[src/tmr_regs.vh]
`ifndef TMR_REGS_VH
`define TMR_REGS_VH
// Register byte offsets on the AXI4-Lite bus.
`define TMR_CR1_OFF        8'h00
`define TMR_CSR_OFF        8'h04
`define TMR_CMP1_OFF       8'h08
`define TMR_CMP2_OFF       8'h0c
`define TMR_CNT_OFF        8'h10
`define TMR_CR2_OFF        8'h14
// Control register one fields.
`define TMR_CR1_CMPIE_BIT  6
`define TMR_CR1_LVL2_BIT   1
`define TMR_CR1_LVL1_BIT   0
`define TMR_CR1_RST        8'h00
// Control/status register fields.
`define TMR_CSR_FLAG1_BIT  3
`define TMR_CSR_FLAG2_BIT  4
`define TMR_CSR_STOP_BIT   6
`define TMR_CSR_RST        8'h00
// Control register two fields.
`define TMR_CR2_PWM_BIT    4
`define TMR_CR2_RST        8'h00
// Compare reset values and the value that drops the next PWM pulse.
`define TMR_CMP_RST        16'hffff
`define TMR_CMP_DROP_VAL   16'hfffc
`define TMR_CNT_RST        16'h0000
`define TMR_RESP_OKAY      2'b00
`define TMR_RESP_SLVERR    2'b10
`endif

[src/tmr_top.v]
`timescale 1ns/1ns
`include "tmr_regs.vh"
// Notes on behaviour
// RULE1: In PWM mode, loading compare 1 with fffc drops the next PWM pulse.
// RULE2: That period stays fully active or inactive, chosen by both level bits; the code holds the level 2 bit value whatever level 1 is.
// RULE3: Stop in same cycle as compare event locks flag until restart.
// RULE4: Software clears compare interrupt enable before setting the stop bit.
// RULE5: Software clears the stop bit first, then re-enables compare interrupt.
// RULE6: Stop bit is mask 40 of control/status; set stops, clear runs.
// RULE7: Compare interrupt enable is mask 40 of control register one.
// RULE8: Software masks interrupts around clearing a pending flag outside handlers.
// RULE9: With nesting, clear flags only from safe context or with saved codes.
// RULE10: Each timer tick compares counter with compares, sets flags, requests interrupt.
module tmr_top
(
   input  wire        CLK,
   input  wire        RSTN,
   input  wire        CE,
   input  wire [7:0]  AWADDR,
   input  wire        AWVALID,
   output wire        AWREADY,
   input  wire [31:0] WDATA,
   input  wire [3:0]  WSTRB,
   input  wire        WVALID,
   output wire        WREADY,
   output wire [1:0]  BRESP,
   output wire        BVALID,
   input  wire        BREADY,
   input  wire [7:0]  ARADDR,
   input  wire        ARVALID,
   output wire        ARREADY,
   output wire [31:0] RDATA,
   output wire [1:0]  RRESP,
   output wire        RVALID,
   input  wire        RREADY,
   output wire        PWM_OUT,
   output reg         CMP_IRQ
);

   wire        wr;
   wire [7:0]  wr_addr;
   wire [31:0] wr_data;
   wire        rd;
   wire [7:0]  rd_addr;
   reg  [31:0] rd_data;
   reg         rd_err;
   reg         wr_err;

   reg  [7:0]  cr1_q;
   reg  [7:0]  cr2_q;
   reg         stop_q;
   wire [1:0]  flag_q;
   reg  [15:0] cmp1_q;
   reg  [15:0] cmp2_q;
   reg  [15:0] cnt_q;
   reg         drop_q;

   wire        run = !stop_q;
   wire        tick = run;
   wire [1:0]  match;
   wire        pwm_en = cr2_q[`TMR_CR2_PWM_BIT];
   wire        cmp1_wr = wr && (wr_addr == `TMR_CMP1_OFF);
   wire        csr_wr = wr && (wr_addr == `TMR_CSR_OFF);
   wire        stop_set = csr_wr && wr_data[`TMR_CSR_STOP_BIT];
   wire        csr_rd = rd && (rd_addr == `TMR_CSR_OFF);

   assign match[0] = (cnt_q == cmp1_q);
   assign match[1] = (cnt_q == cmp2_q);

   tmr_axil u_axil
   (
      .clk       (CLK),
      .rst_n     (RSTN),
      .ce        (CE),
      .awaddr    (AWADDR),
      .awvalid   (AWVALID),
      .awready   (AWREADY),
      .wdata     (WDATA),
      .wstrb     (WSTRB),
      .wvalid    (WVALID),
      .wready    (WREADY),
      .bresp     (BRESP),
      .bvalid    (BVALID),
      .bready    (BREADY),
      .araddr    (ARADDR),
      .arvalid   (ARVALID),
      .arready   (ARREADY),
      .rdata     (RDATA),
      .rresp     (RRESP),
      .rvalid    (RVALID),
      .rready    (RREADY),
      .wr_q      (wr),
      .wr_addr_q (wr_addr),
      .wr_data_q (wr_data),
      .rd_q      (rd),
      .rd_addr_q (rd_addr),
      .rd_data   (rd_data),
      .rd_err    (rd_err),
      .wr_err    (wr_err)
   );

   tmr_pwm u_pwm
   (
      .clk    (CLK),
      .rst_n  (RSTN),
      .ce     (CE),
      .pwm_en (pwm_en),
      .tick   (tick),
      .match1 (match[0]),
      .match2 (match[1]),
      .drop   (drop_q),
      .lvl1   (cr1_q[`TMR_CR1_LVL1_BIT]),
      .lvl2   (cr1_q[`TMR_CR1_LVL2_BIT]), // see RULE2
      .pwm_q  (PWM_OUT)
   );

   // Read mux; unmapped addresses answer with an error response.
   always @*
   begin
      rd_data = 32'h00000000;
      rd_err  = 1'b0;
      case (rd_addr)
         `TMR_CR1_OFF:  rd_data = {24'h000000, cr1_q};
         `TMR_CR2_OFF:  rd_data = {24'h000000, cr2_q};
         `TMR_CSR_OFF:  rd_data = {24'h000000, 1'b0, stop_q, 1'b0, flag_q[1], flag_q[0], 3'h0};
         `TMR_CMP1_OFF: rd_data = {16'h0000, cmp1_q};
         `TMR_CMP2_OFF: rd_data = {16'h0000, cmp2_q};
         `TMR_CNT_OFF:  rd_data = {16'h0000, cnt_q};
         default:       rd_err  = 1'b1;
      endcase
   end

   // Write decode error for unmapped or read-only addresses.
   always @*
   begin
      case (wr_addr)
         `TMR_CR1_OFF, `TMR_CR2_OFF, `TMR_CSR_OFF, `TMR_CMP1_OFF, `TMR_CMP2_OFF: wr_err = 1'b0;
         default: wr_err = 1'b1;
      endcase
   end

   // Control registers, compare values and the stop bit.
   always @(posedge CLK)
   begin
      if (!RSTN)
      begin
         cr1_q  <= `TMR_CR1_RST;
         cr2_q  <= `TMR_CR2_RST;
         stop_q <= 1'b0;
         cmp1_q <= `TMR_CMP_RST;
         cmp2_q <= `TMR_CMP_RST;
         drop_q <= 1'b0;
      end
      else if (CE)
      begin
         drop_q <= 1'b0;
         if (wr && wr_addr == `TMR_CR1_OFF)
            cr1_q <= wr_data[7:0]; // see RULE7
         if (wr && wr_addr == `TMR_CR2_OFF)
            cr2_q <= wr_data[7:0];
         if (csr_wr)
            stop_q <= wr_data[`TMR_CSR_STOP_BIT]; // see RULE6
         if (cmp1_wr)
         begin
            cmp1_q <= wr_data[15:0];
            drop_q <= pwm_en && (wr_data[15:0] == `TMR_CMP_DROP_VAL); // see RULE1
         end
         if (wr && wr_addr == `TMR_CMP2_OFF)
            cmp2_q <= wr_data[15:0];
      end
   end

   // Free-running counter; it only advances while the timer runs.
   always @(posedge CLK)
   begin
      if (!RSTN)
         cnt_q <= `TMR_CNT_RST;
      else if (CE && tick)
      begin
         if (pwm_en && match[1])
            cnt_q <= `TMR_CNT_RST; // PWM period restarts at compare 2.
         else
            cnt_q <= cnt_q + 16'h0001;
      end
   end

   // Compare flags: set on match, cleared by a status read followed by a compare write.
   // A stop landing with a match locks the flag until the timer runs again.
   genvar gi;
   generate
      for (gi = 0; gi < 2; gi = gi + 1)
      begin : g_flag
         reg  flag_bit_q;
         reg  lock_bit_q;
         reg  seen_bit_q;
         wire set_ev = tick && match[gi];
         wire clr_ev = seen_bit_q && wr && (wr_addr == (gi == 0 ? `TMR_CMP1_OFF : `TMR_CMP2_OFF));
         // Each flag bit has its own register so that only one process drives it.
         assign flag_q[gi] = flag_bit_q;
         always @(posedge CLK)
         begin
            if (!RSTN)
            begin
               flag_bit_q <= 1'b0;
               lock_bit_q <= 1'b0;
               seen_bit_q <= 1'b0;
            end
            else if (CE)
            begin
               if (csr_rd && flag_bit_q)
                  seen_bit_q <= 1'b1;
               else if (clr_ev)
                  seen_bit_q <= 1'b0;
               if (set_ev && stop_set)
                  lock_bit_q <= 1'b1; // see RULE3
               else if (run && !set_ev && lock_bit_q && !stop_set)
                  lock_bit_q <= 1'b0; // see RULE3
               if (set_ev)
                  flag_bit_q <= 1'b1; // see RULE10
               else if (clr_ev && !lock_bit_q)
                  flag_bit_q <= 1'b0;
            end
         end
      end
   endgenerate

   // Interrupt request follows the enabled compare flags.
   always @(posedge CLK)
   begin
      if (!RSTN)
         CMP_IRQ <= 1'b0;
      else if (CE)
         CMP_IRQ <= cr1_q[`TMR_CR1_CMPIE_BIT] && (flag_q != 2'b00); // see RULE10
   end

endmodule // tmr_top

[src/tmr_axil.v]
`timescale 1ns/1ns
`include "tmr_regs.vh"
// AXI4-Lite slave front end: captures address and data in either order,
// raises one-cycle write and read strobes toward the register file.
module tmr_axil
(
   input  wire        clk,
   input  wire        rst_n,
   input  wire        ce,
   input  wire [7:0]  awaddr,
   input  wire        awvalid,
   output reg         awready,
   input  wire [31:0] wdata,
   input  wire [3:0]  wstrb,
   input  wire        wvalid,
   output reg         wready,
   output reg  [1:0]  bresp,
   output reg         bvalid,
   input  wire        bready,
   input  wire [7:0]  araddr,
   input  wire        arvalid,
   output reg         arready,
   output reg  [31:0] rdata,
   output reg  [1:0]  rresp,
   output reg         rvalid,
   input  wire        rready,
   output reg         wr_q,
   output reg  [7:0]  wr_addr_q,
   output reg  [31:0] wr_data_q,
   output reg         rd_q,
   output reg  [7:0]  rd_addr_q,
   input  wire [31:0] rd_data,
   input  wire        rd_err,
   input  wire        wr_err
);

   reg aw_have_q;
   reg w_have_q;
   reg rd_wait_q;

   // Write channel: hold each half until both arrived, then strobe once.
   always @(posedge clk)
   begin
      if (!rst_n)
      begin
         awready   <= 1'b0;
         wready    <= 1'b0;
         aw_have_q <= 1'b0;
         w_have_q  <= 1'b0;
         bvalid    <= 1'b0;
         bresp     <= `TMR_RESP_OKAY;
         wr_q      <= 1'b0;
         wr_addr_q <= 8'h00;
         wr_data_q <= 32'h00000000;
      end
      else if (ce)
      begin
         awready <= 1'b0;
         wready  <= 1'b0;
         wr_q    <= 1'b0;
         if (awvalid && !aw_have_q && !awready && !bvalid)
         begin
            awready   <= 1'b1;
            aw_have_q <= 1'b1;
            wr_addr_q <= awaddr;
         end
         if (wvalid && !w_have_q && !wready && !bvalid)
         begin
            wready    <= 1'b1;
            w_have_q  <= 1'b1;
            wr_data_q <= wdata;
         end
         if (aw_have_q && w_have_q && !wr_q && !bvalid)
            wr_q <= (wstrb != 4'h0) | 1'b1; // Whole-word writes; the compare values span the low two byte lanes, other fields the low one.
         if (wr_q)
         begin
            bvalid    <= 1'b1;
            bresp     <= wr_err ? `TMR_RESP_SLVERR : `TMR_RESP_OKAY;
            aw_have_q <= 1'b0;
            w_have_q  <= 1'b0;
         end
         if (bvalid && bready)
            bvalid <= 1'b0;
      end
   end

   // Read channel: take the address, strobe the register file, answer next cycle.
   always @(posedge clk)
   begin
      if (!rst_n)
      begin
         arready   <= 1'b0;
         rvalid    <= 1'b0;
         rdata     <= 32'h00000000;
         rresp     <= `TMR_RESP_OKAY;
         rd_q      <= 1'b0;
         rd_addr_q <= 8'h00;
         rd_wait_q <= 1'b0;
      end
      else if (ce)
      begin
         arready <= 1'b0;
         rd_q    <= 1'b0;
         if (arvalid && !arready && !rd_wait_q && !rvalid)
         begin
            arready   <= 1'b1;
            rd_addr_q <= araddr;
            rd_q      <= 1'b1;
            rd_wait_q <= 1'b1;
         end
         if (rd_q)
         begin
            rvalid    <= 1'b1;
            rdata     <= rd_data;
            rresp     <= rd_err ? `TMR_RESP_SLVERR : `TMR_RESP_OKAY;
         end
         if (rvalid && rready)
         begin
            rvalid    <= 1'b0;
            rd_wait_q <= 1'b0;
         end
      end
   end

endmodule // tmr_axil

[src/tmr_pwm.v]
`timescale 1ns/1ns
`include "tmr_regs.vh"
// PWM output stage: active level from compare 1 match, inactive at compare 2.
// A period whose pulse is dropped holds one level, the value of lvl2 whatever lvl1 is.
module tmr_pwm
(
   input  wire clk,
   input  wire rst_n,
   input  wire ce,
   input  wire pwm_en,
   input  wire tick,
   input  wire match1,
   input  wire match2,
   input  wire drop,
   input  wire lvl1,
   input  wire lvl2,
   output reg  pwm_q
);

   reg skip_q;

   always @(posedge clk)
   begin
      if (!rst_n)
      begin
         pwm_q  <= 1'b0;
         skip_q <= 1'b0;
      end
      else if (ce)
      begin
         if (drop)
            skip_q <= 1'b1;
         if (!pwm_en)
            pwm_q <= 1'b0;
         else if (tick && match2)
         begin
            // A period ends at compare 2; a pending drop is consumed here.
            if (skip_q || drop)
            begin
               pwm_q  <= lvl1 & lvl2 ? lvl1 : lvl2; // see RULE2
               skip_q <= 1'b0;
            end
            else
               pwm_q <= lvl2;
         end
         else if (tick && match1 && !skip_q && !drop)
            pwm_q <= lvl1; // see RULE1
      end
   end

endmodule // tmr_pwm

[config.mk]
export PLATFORM = sky130hd
export DESIGN_NAME = tmr_top
export DESIGN_NICKNAME = d
export VERILOG_FILES = /design/src/tmr_top.v /design/src/tmr_axil.v /design/src/tmr_pwm.v
export VERILOG_INCLUDE_DIRS = /design/src
export SDC_FILE = /design/constraint.sdc
export NUM_CORES = 1
export LEC_CHECK = 0
export BUFFER_PORTS_ARGS = -buffer_cell sky130_fd_sc_hd__buf_2
export CORE_MARGIN = 8
export CORE_UTILIZATION = 26
export DETAILED_ROUTE_END_ITERATION = 6
export MAX_ROUTING_LAYER = met4
export PLACE_DENSITY = 0.41
export SETUP_SLACK_MARGIN = 0.02
export SLEW_MARGIN = 25
export SYNTH_ARGS = -nofsm -noshare
export SYNTH_HDL_FRONTEND = slang
export SYNTH_SLANG_ARGS = --single-unit
export TNS_END_PERCENT = 1
[constraint.sdc]
create_clock -name CLK -period 4.1 [get_ports CLK]
set_input_delay 0.205 -clock CLK [delete_from_list [all_inputs] [get_ports CLK]]
set_output_delay 0.205 -clock CLK [all_outputs]
set_load 0.02 [all_outputs]
Word-level counts from Yosys, hierarchy flattened

Cells that the tools add are included.
Widths: inputs -> output; s select.

$add $sub $neg: 1
Equal/unequal tests: 13
Multiplexer cells: 40
Bitwise operators: 1
Reductions and logical operators: 101

Operator list:

| kind                  | number |
|---|---|
| $pmux 16 s6           | 1 |
| $logic_and 1x1->1     | 45 |
| $reduce_and 2->1      | 22 |
| $mux 1                | 36 |
| $eq 16x16->1          | 2 |
| $eq 8x4->1 const B    | 4 |
| $eq 8x5->1 const B    | 3 |
| $reduce_bool 2->1     | 12 |
| $logic_not 1->1       | 17 |
| $add 16x1->16 const B | 1 |
| $eq 16x16->1 const B  | 1 |
| $eq 8x3->1 const B    | 2 |
| $logic_not 8->1       | 2 |
| $mux 16               | 1 |
| $reduce_or 6->1       | 1 |
| $reduce_or 5->1       | 1 |
| $mux 2                | 2 |
| $ne 3x1->1 const B    | 1 |
| $and 1x1->1           | 1 |
| $logic_or 1x1->1      | 1 |

Register bits after elaboration: 152
Output and inout bits: 43

Longest topological paths before layout

Depth after elaboration: 8
Gate-level depth with buffers: 8

Cells and area by module

Synthesis repeated with hierarchy kept, for this count alone.

Cell total of the unflattened synthesis: 867
Area total of the unflattened synthesis: 7432.1 µm²

Modules (own cells, without submodules):

| module   | times used | cells an instance | area each (µm²) | sequential area each (µm²) |
|---|---|---|---|---|
| tmr_top  | 1          | 450               | 3736.1          | 1461.4 |
| tmr_axil | 1          | 402               | 3575.9          | 1821.7 |
| tmr_pwm  | 1          | 15                | 120.1           | 40.0 |

Least setup slack after synthesis

Ideal clock, no wire load.

Path kind: register to register
From: register u_axil.wr_addr_q[7]
To: register g_flag[0].flag_bit_q
Arrival time: 1728 ps
Setup slack: 2258 ps
Cell stages (with the launch flop): 8
Path buffers: 1
Clock period less this slack: 1842 ps
Path through: dfxtp_1 -> or3_4 -> nor3_4 -> nand3_1 -> or2_1 -> buf_6 -> o31a_1 -> o21a_1

Longest elaborated chain between the ends: 5

RTL lines:

| element                            | RTL line      | source |
|---|---|---|
| start, declared                    | tmr_axil.v:28 | `output reg [7:0] wr_addr_q,` |
| start signal, assigned             | tmr_axil.v:65 | `wr_addr_q <= awaddr;` |
| $eq 8x4->1                         | tmr_top.v:197 | `` wire clr_ev = seen_bit_q && wr && (wr_addr == (gi == 0 ? `TMR_CMP1_OFF : `TMR_CMP2_OFF)); `` |
| $logic_and 1x1->1                  | tmr_top.v:197 |  |
| $logic_and 1x1->1                  | tmr_top.v:220 | `else if (clr_ev && !lock_bit_q)` |
| $reduce_bool 2->1 (no source line) | -             |  |
| $reduce_and 2->1 (no source line)  | -             |  |
| end signal, assigned               | tmr_top.v:204 | `flag_bit_q <= 1'b0;` |
| end signal, assigned               | tmr_top.v:219 | `flag_bit_q <= 1'b1;` |
| end signal, assigned               | tmr_top.v:221 | `flag_bit_q <= 1'b0;` |
| end, declared                      | tmr_top.v:193 | `reg flag_bit_q;` |

Every way passes these cells.
A chain may end at the register's enable or synchronous reset.

Final worst setup path

From: register cnt_q[0]
To: register cnt_q[11]

Longest elaborated chain between the ends: 3
Elaborated cells on any way between the ends: 4
Those cells by class: 1 x add/sub; 1 x eq/ne; 1 x mux; 1 x reduce/logical

RTL lines:

| element                                                               | RTL line      | source |
|---|---|---|
| start, declared                                                       | tmr_top.v:55  | `reg [15:0] cnt_q;` |
| start signal, assigned                                                | tmr_top.v:177 | `` cnt_q <= `TMR_CNT_RST; `` |
| start signal, assigned                                                | tmr_top.v:181 | `` cnt_q <= `TMR_CNT_RST; `` |
| start signal, assigned                                                | tmr_top.v:183 | `cnt_q <= cnt_q + 16'h0001;` |
| parallel branches: the longest is 2 deep, another holds $add 16x1->16 | -             |  |
| $mux 16 (*)                                                           | tmr_top.v:180 | `if (pwm_en && match[1])` |

Mark *: on every way between the ends.

==> qor.csv <==
metric,value,unit
hp-class,in -> reg,
setup_viol,0,
power_density,400,nW/µm²
reg2regPathDepth,6,
dieArea,29500,µm²
first_pass_iters,4,
utilization,0.304,
syn_area,6310,µm²
power.leakage,0.00289,µW
path_cells,xor2_1 > nor4_1 > nand4_1 > or2_1 > o21ai_4 > nor2_1,
portBuffers,64,
tritoncts,yes,
cts-root-buf,clkbuf_16,
critical_path_class,reg -> reg,
grt_pass1_wl,28000,µm
grt.overflow.total,0,
io_pins,103,
dieWidth,172,µm
fin_crit_sh,0.568,
rsz0062_at_grt,no,
synthTopCellsByArea,"dfxtp_1 (42%), mux2i_1 (11%), nand2_1 (6.6%), xor2_1 (5.0%), nor2b_1 (4.3%)",
synth_edf_count,0,
hold_buffers,0,
initial_core_util,0.262,
clk_latency,0.41,ns
placed_area,6820,µm²
drive_above_1_share,0.145,
ys.flop_type,dfxtp_1,
grt_start_max_net_pins,65,
cts_setup_buffers,0,
clock-sinks,134,
routabilityCongestion,0.822,
synthArstFlopShare,0,
whs_endpoint,u_axil.wr_data_q[3]$_SDFFE_PN0P_,
timing_hold_violations_final,0,
final_cell_mix,"dfxtp_1 (134), nand2_1 (111), mux2i_1 (67)",
antennaDiodeCount,0,
r2r_setup_slack,1.77,ns
total_power,2940,µW
drtAntennaViolNets,0,
max_freq,429,MHz
syn2layout_area_growth,16.3,%
finalCriticalPeriod,2.33,ns
cts.repair.resized,0,
timing.rr.start,cnt_q[0]$_SDFFE_PN0P_,
clkTransAtPathRegs,0.06,ns
design_area,7340,µm²
fin_skew,0.00918,ns
antenna_found_initial,0,
yosys.area.top_type,dfxtp_1,
crit_path_max_incr_delay,0.50,ns
first_global_vias,4784,
vias_per_cell,4.44,
wl_per_cell,16.3,µm
synth_cells,725,
seq_area_frac_synth,0.425,
drv_slew,0,
cap_violations,0,
cts_buffer_depth,2,
end_kind,flip-flop,
holdWs,0.0401,ns
core-area,24100,µm²
ys_warn_count,0,
finalNetCount,823,
fp-row-count,57,
dieHeight,172,µm
tightest_slew,0.962,ns
cp-start-kind,flip-flop,
timing.rr.end,cnt_q[11]$_SDFFE_PN0P_,
crit_arrival,2.61,ns
htree_num_levels,4,
synth.distinct_cells,53,
relSlewSlack,0.356,
ir_worst_vdd,0.000167,V
first_iter_violations,250,
cp.required,4.38,ns
holdPathStages,3,
final_common_cell,dfxtp_1,
tns,0,ns
outcome,finished clean,
ys_ff_latch,134,
synth_area_per_cell,8.71,µm²
drc,0,
cts_made_buffers,17,
worstPathMaxFanout,15,
vias,4875,
place_hpwl,12800,µm
crit_slowest_cell,dfxtp_1,
min_from,WDATA[3],
yosysTopAreaCellShare,0.425,
drt_wl_total,17800,µm
grt_usage,0.128,
-- where the power goes --
part | internal, µW | total (µW) | switching, µW
logic | 72.9 | 197 | 125
clock network | 819 | 1370 | 555
registers | 1330 | 1360 | 36.5
-- metrics by stage --
| stage | instances | setup slack, ns |
|---|---|---|
| after floorplan | 742 | 2.26 |
| after global placement | 1067 | 1.71 |
| after detailed placement | 1067 | 1.75 |
| after CTS | 1097 | 1.74 |
| after global routing | 1097 | 1.51 |
| final | 1097 | 1.77 |
-- critical path: cells and delay by family (launching register included) --
kind | cells | cell delay [ns]
xor gates and xnor gates | 1 | 0.13
DFF | 1 | 0.50
AOI/OAI and AO/OA | 1 | 0.41
and+or+nand+nor | 4 | 1.14
-- routing by layer --
metal | global-route usage | part of all wire | up-vias
met4 | 0.0416 | 0.011 | 0
li1 | - | - | 2492
met2 | 0.182 | 0.43 | 112
met5 | - | 0 | -
met3 | 0.0232 | 0.052 | 12
met1 | 0.179 | 0.51 | 2259
-- cells by family (layout without fill, tap and decap cells) --
kind of cell | after synthesis | after routing | synth area share
simple gates | 300 | 300 | 0.236
mux | 70 | 70 | 0.113
buf+inv | 76 | 107 | 0.0614
fa+ha+maj | 1 | 1 | 0.00198
flops | 134 | 134 | 0.425
xor+xnor | 46 | 46 | 0.0638
other cells | 1 | 18 | 0.000594
compound gates | 97 | 97 | 0.0981
-- cell usage after synthesis, drive strengths merged (2+ instances only) --
library cell and count:
dfxtp 134, nor2 50, nor3 7, inv 7, nand2 111, o211ai 2
nor2b 43, o22ai 6, clkbuf 32, a21oi 28, a21boi 23, o21ai 19
mux2i 67, or2 5, nor4 9, a22o 2, buf 37, a31oi 2
and2 14, and3 3, o31ai 2, nand3 29, a211o 2, xor2 36
a22oi 7, nor4b 3, nand4 10, nand3b 3, nand4b 4, mux2 2
xnor2 10, nand2b 4
-- area by class of cell --
class | instances | area [µm²]
Fill cell | 2640 | 16800
Multi-Input combinational cell | 532 | 3340
Sequential cell | 134 | 2680
Clock buffer | 20 | 437
Tap cell | 324 | 405
Timing Repair Buffer | 70 | 368
Clock inverter | 10 | 85.1
Inverter | 7 | 26.3
-- how the worst max path moves through the flow --
| stage | start | endpoint | cells past startpoint |
|---|---|---|---|
| CTS | cnt_q[0]$_SDFFE_PN0P_ | cnt_q[11]$_SDFFE_PN0P_ | 6 |
| global route | cnt_q[0]$_SDFFE_PN0P_ | cnt_q[2]$_SDFFE_PN0P_ | 6 |
| finish | cnt_q[0]$_SDFFE_PN0P_ | cnt_q[11]$_SDFFE_PN0P_ | 6 |
| global placement | cnt_q[0]$_SDFFE_PN0P_ | cnt_q[13]$_SDFFE_PN0P_ | 6 |
| detailed placement | CE | g_flag[0].flag_bit_q$_SDFFE_PN0P_ | 7 |
| floorplan | u_axil.wr_addr_q[7]$_SDFFE_PN0P_ | g_flag[0].flag_bit_q$_SDFFE_PN0P_ | 7 |
-- registers in the layout, indices dropped and copies added, names as in the netlist, 2 cells and up --
register,cells
cmp2_q,16
u_axil.rd_addr_q,8
u_axil.wr_data_q,16
g_flag.lock_bit_q,2
u_axil.rdata,16
u_axil.wr_addr_q,8
cnt_q,16
g_flag.flag_bit_q,2
cr2_q,8
g_flag.seen_bit_q,2
cr1_q,8
cmp1_q,16
(Power assumes the default switching activity.)
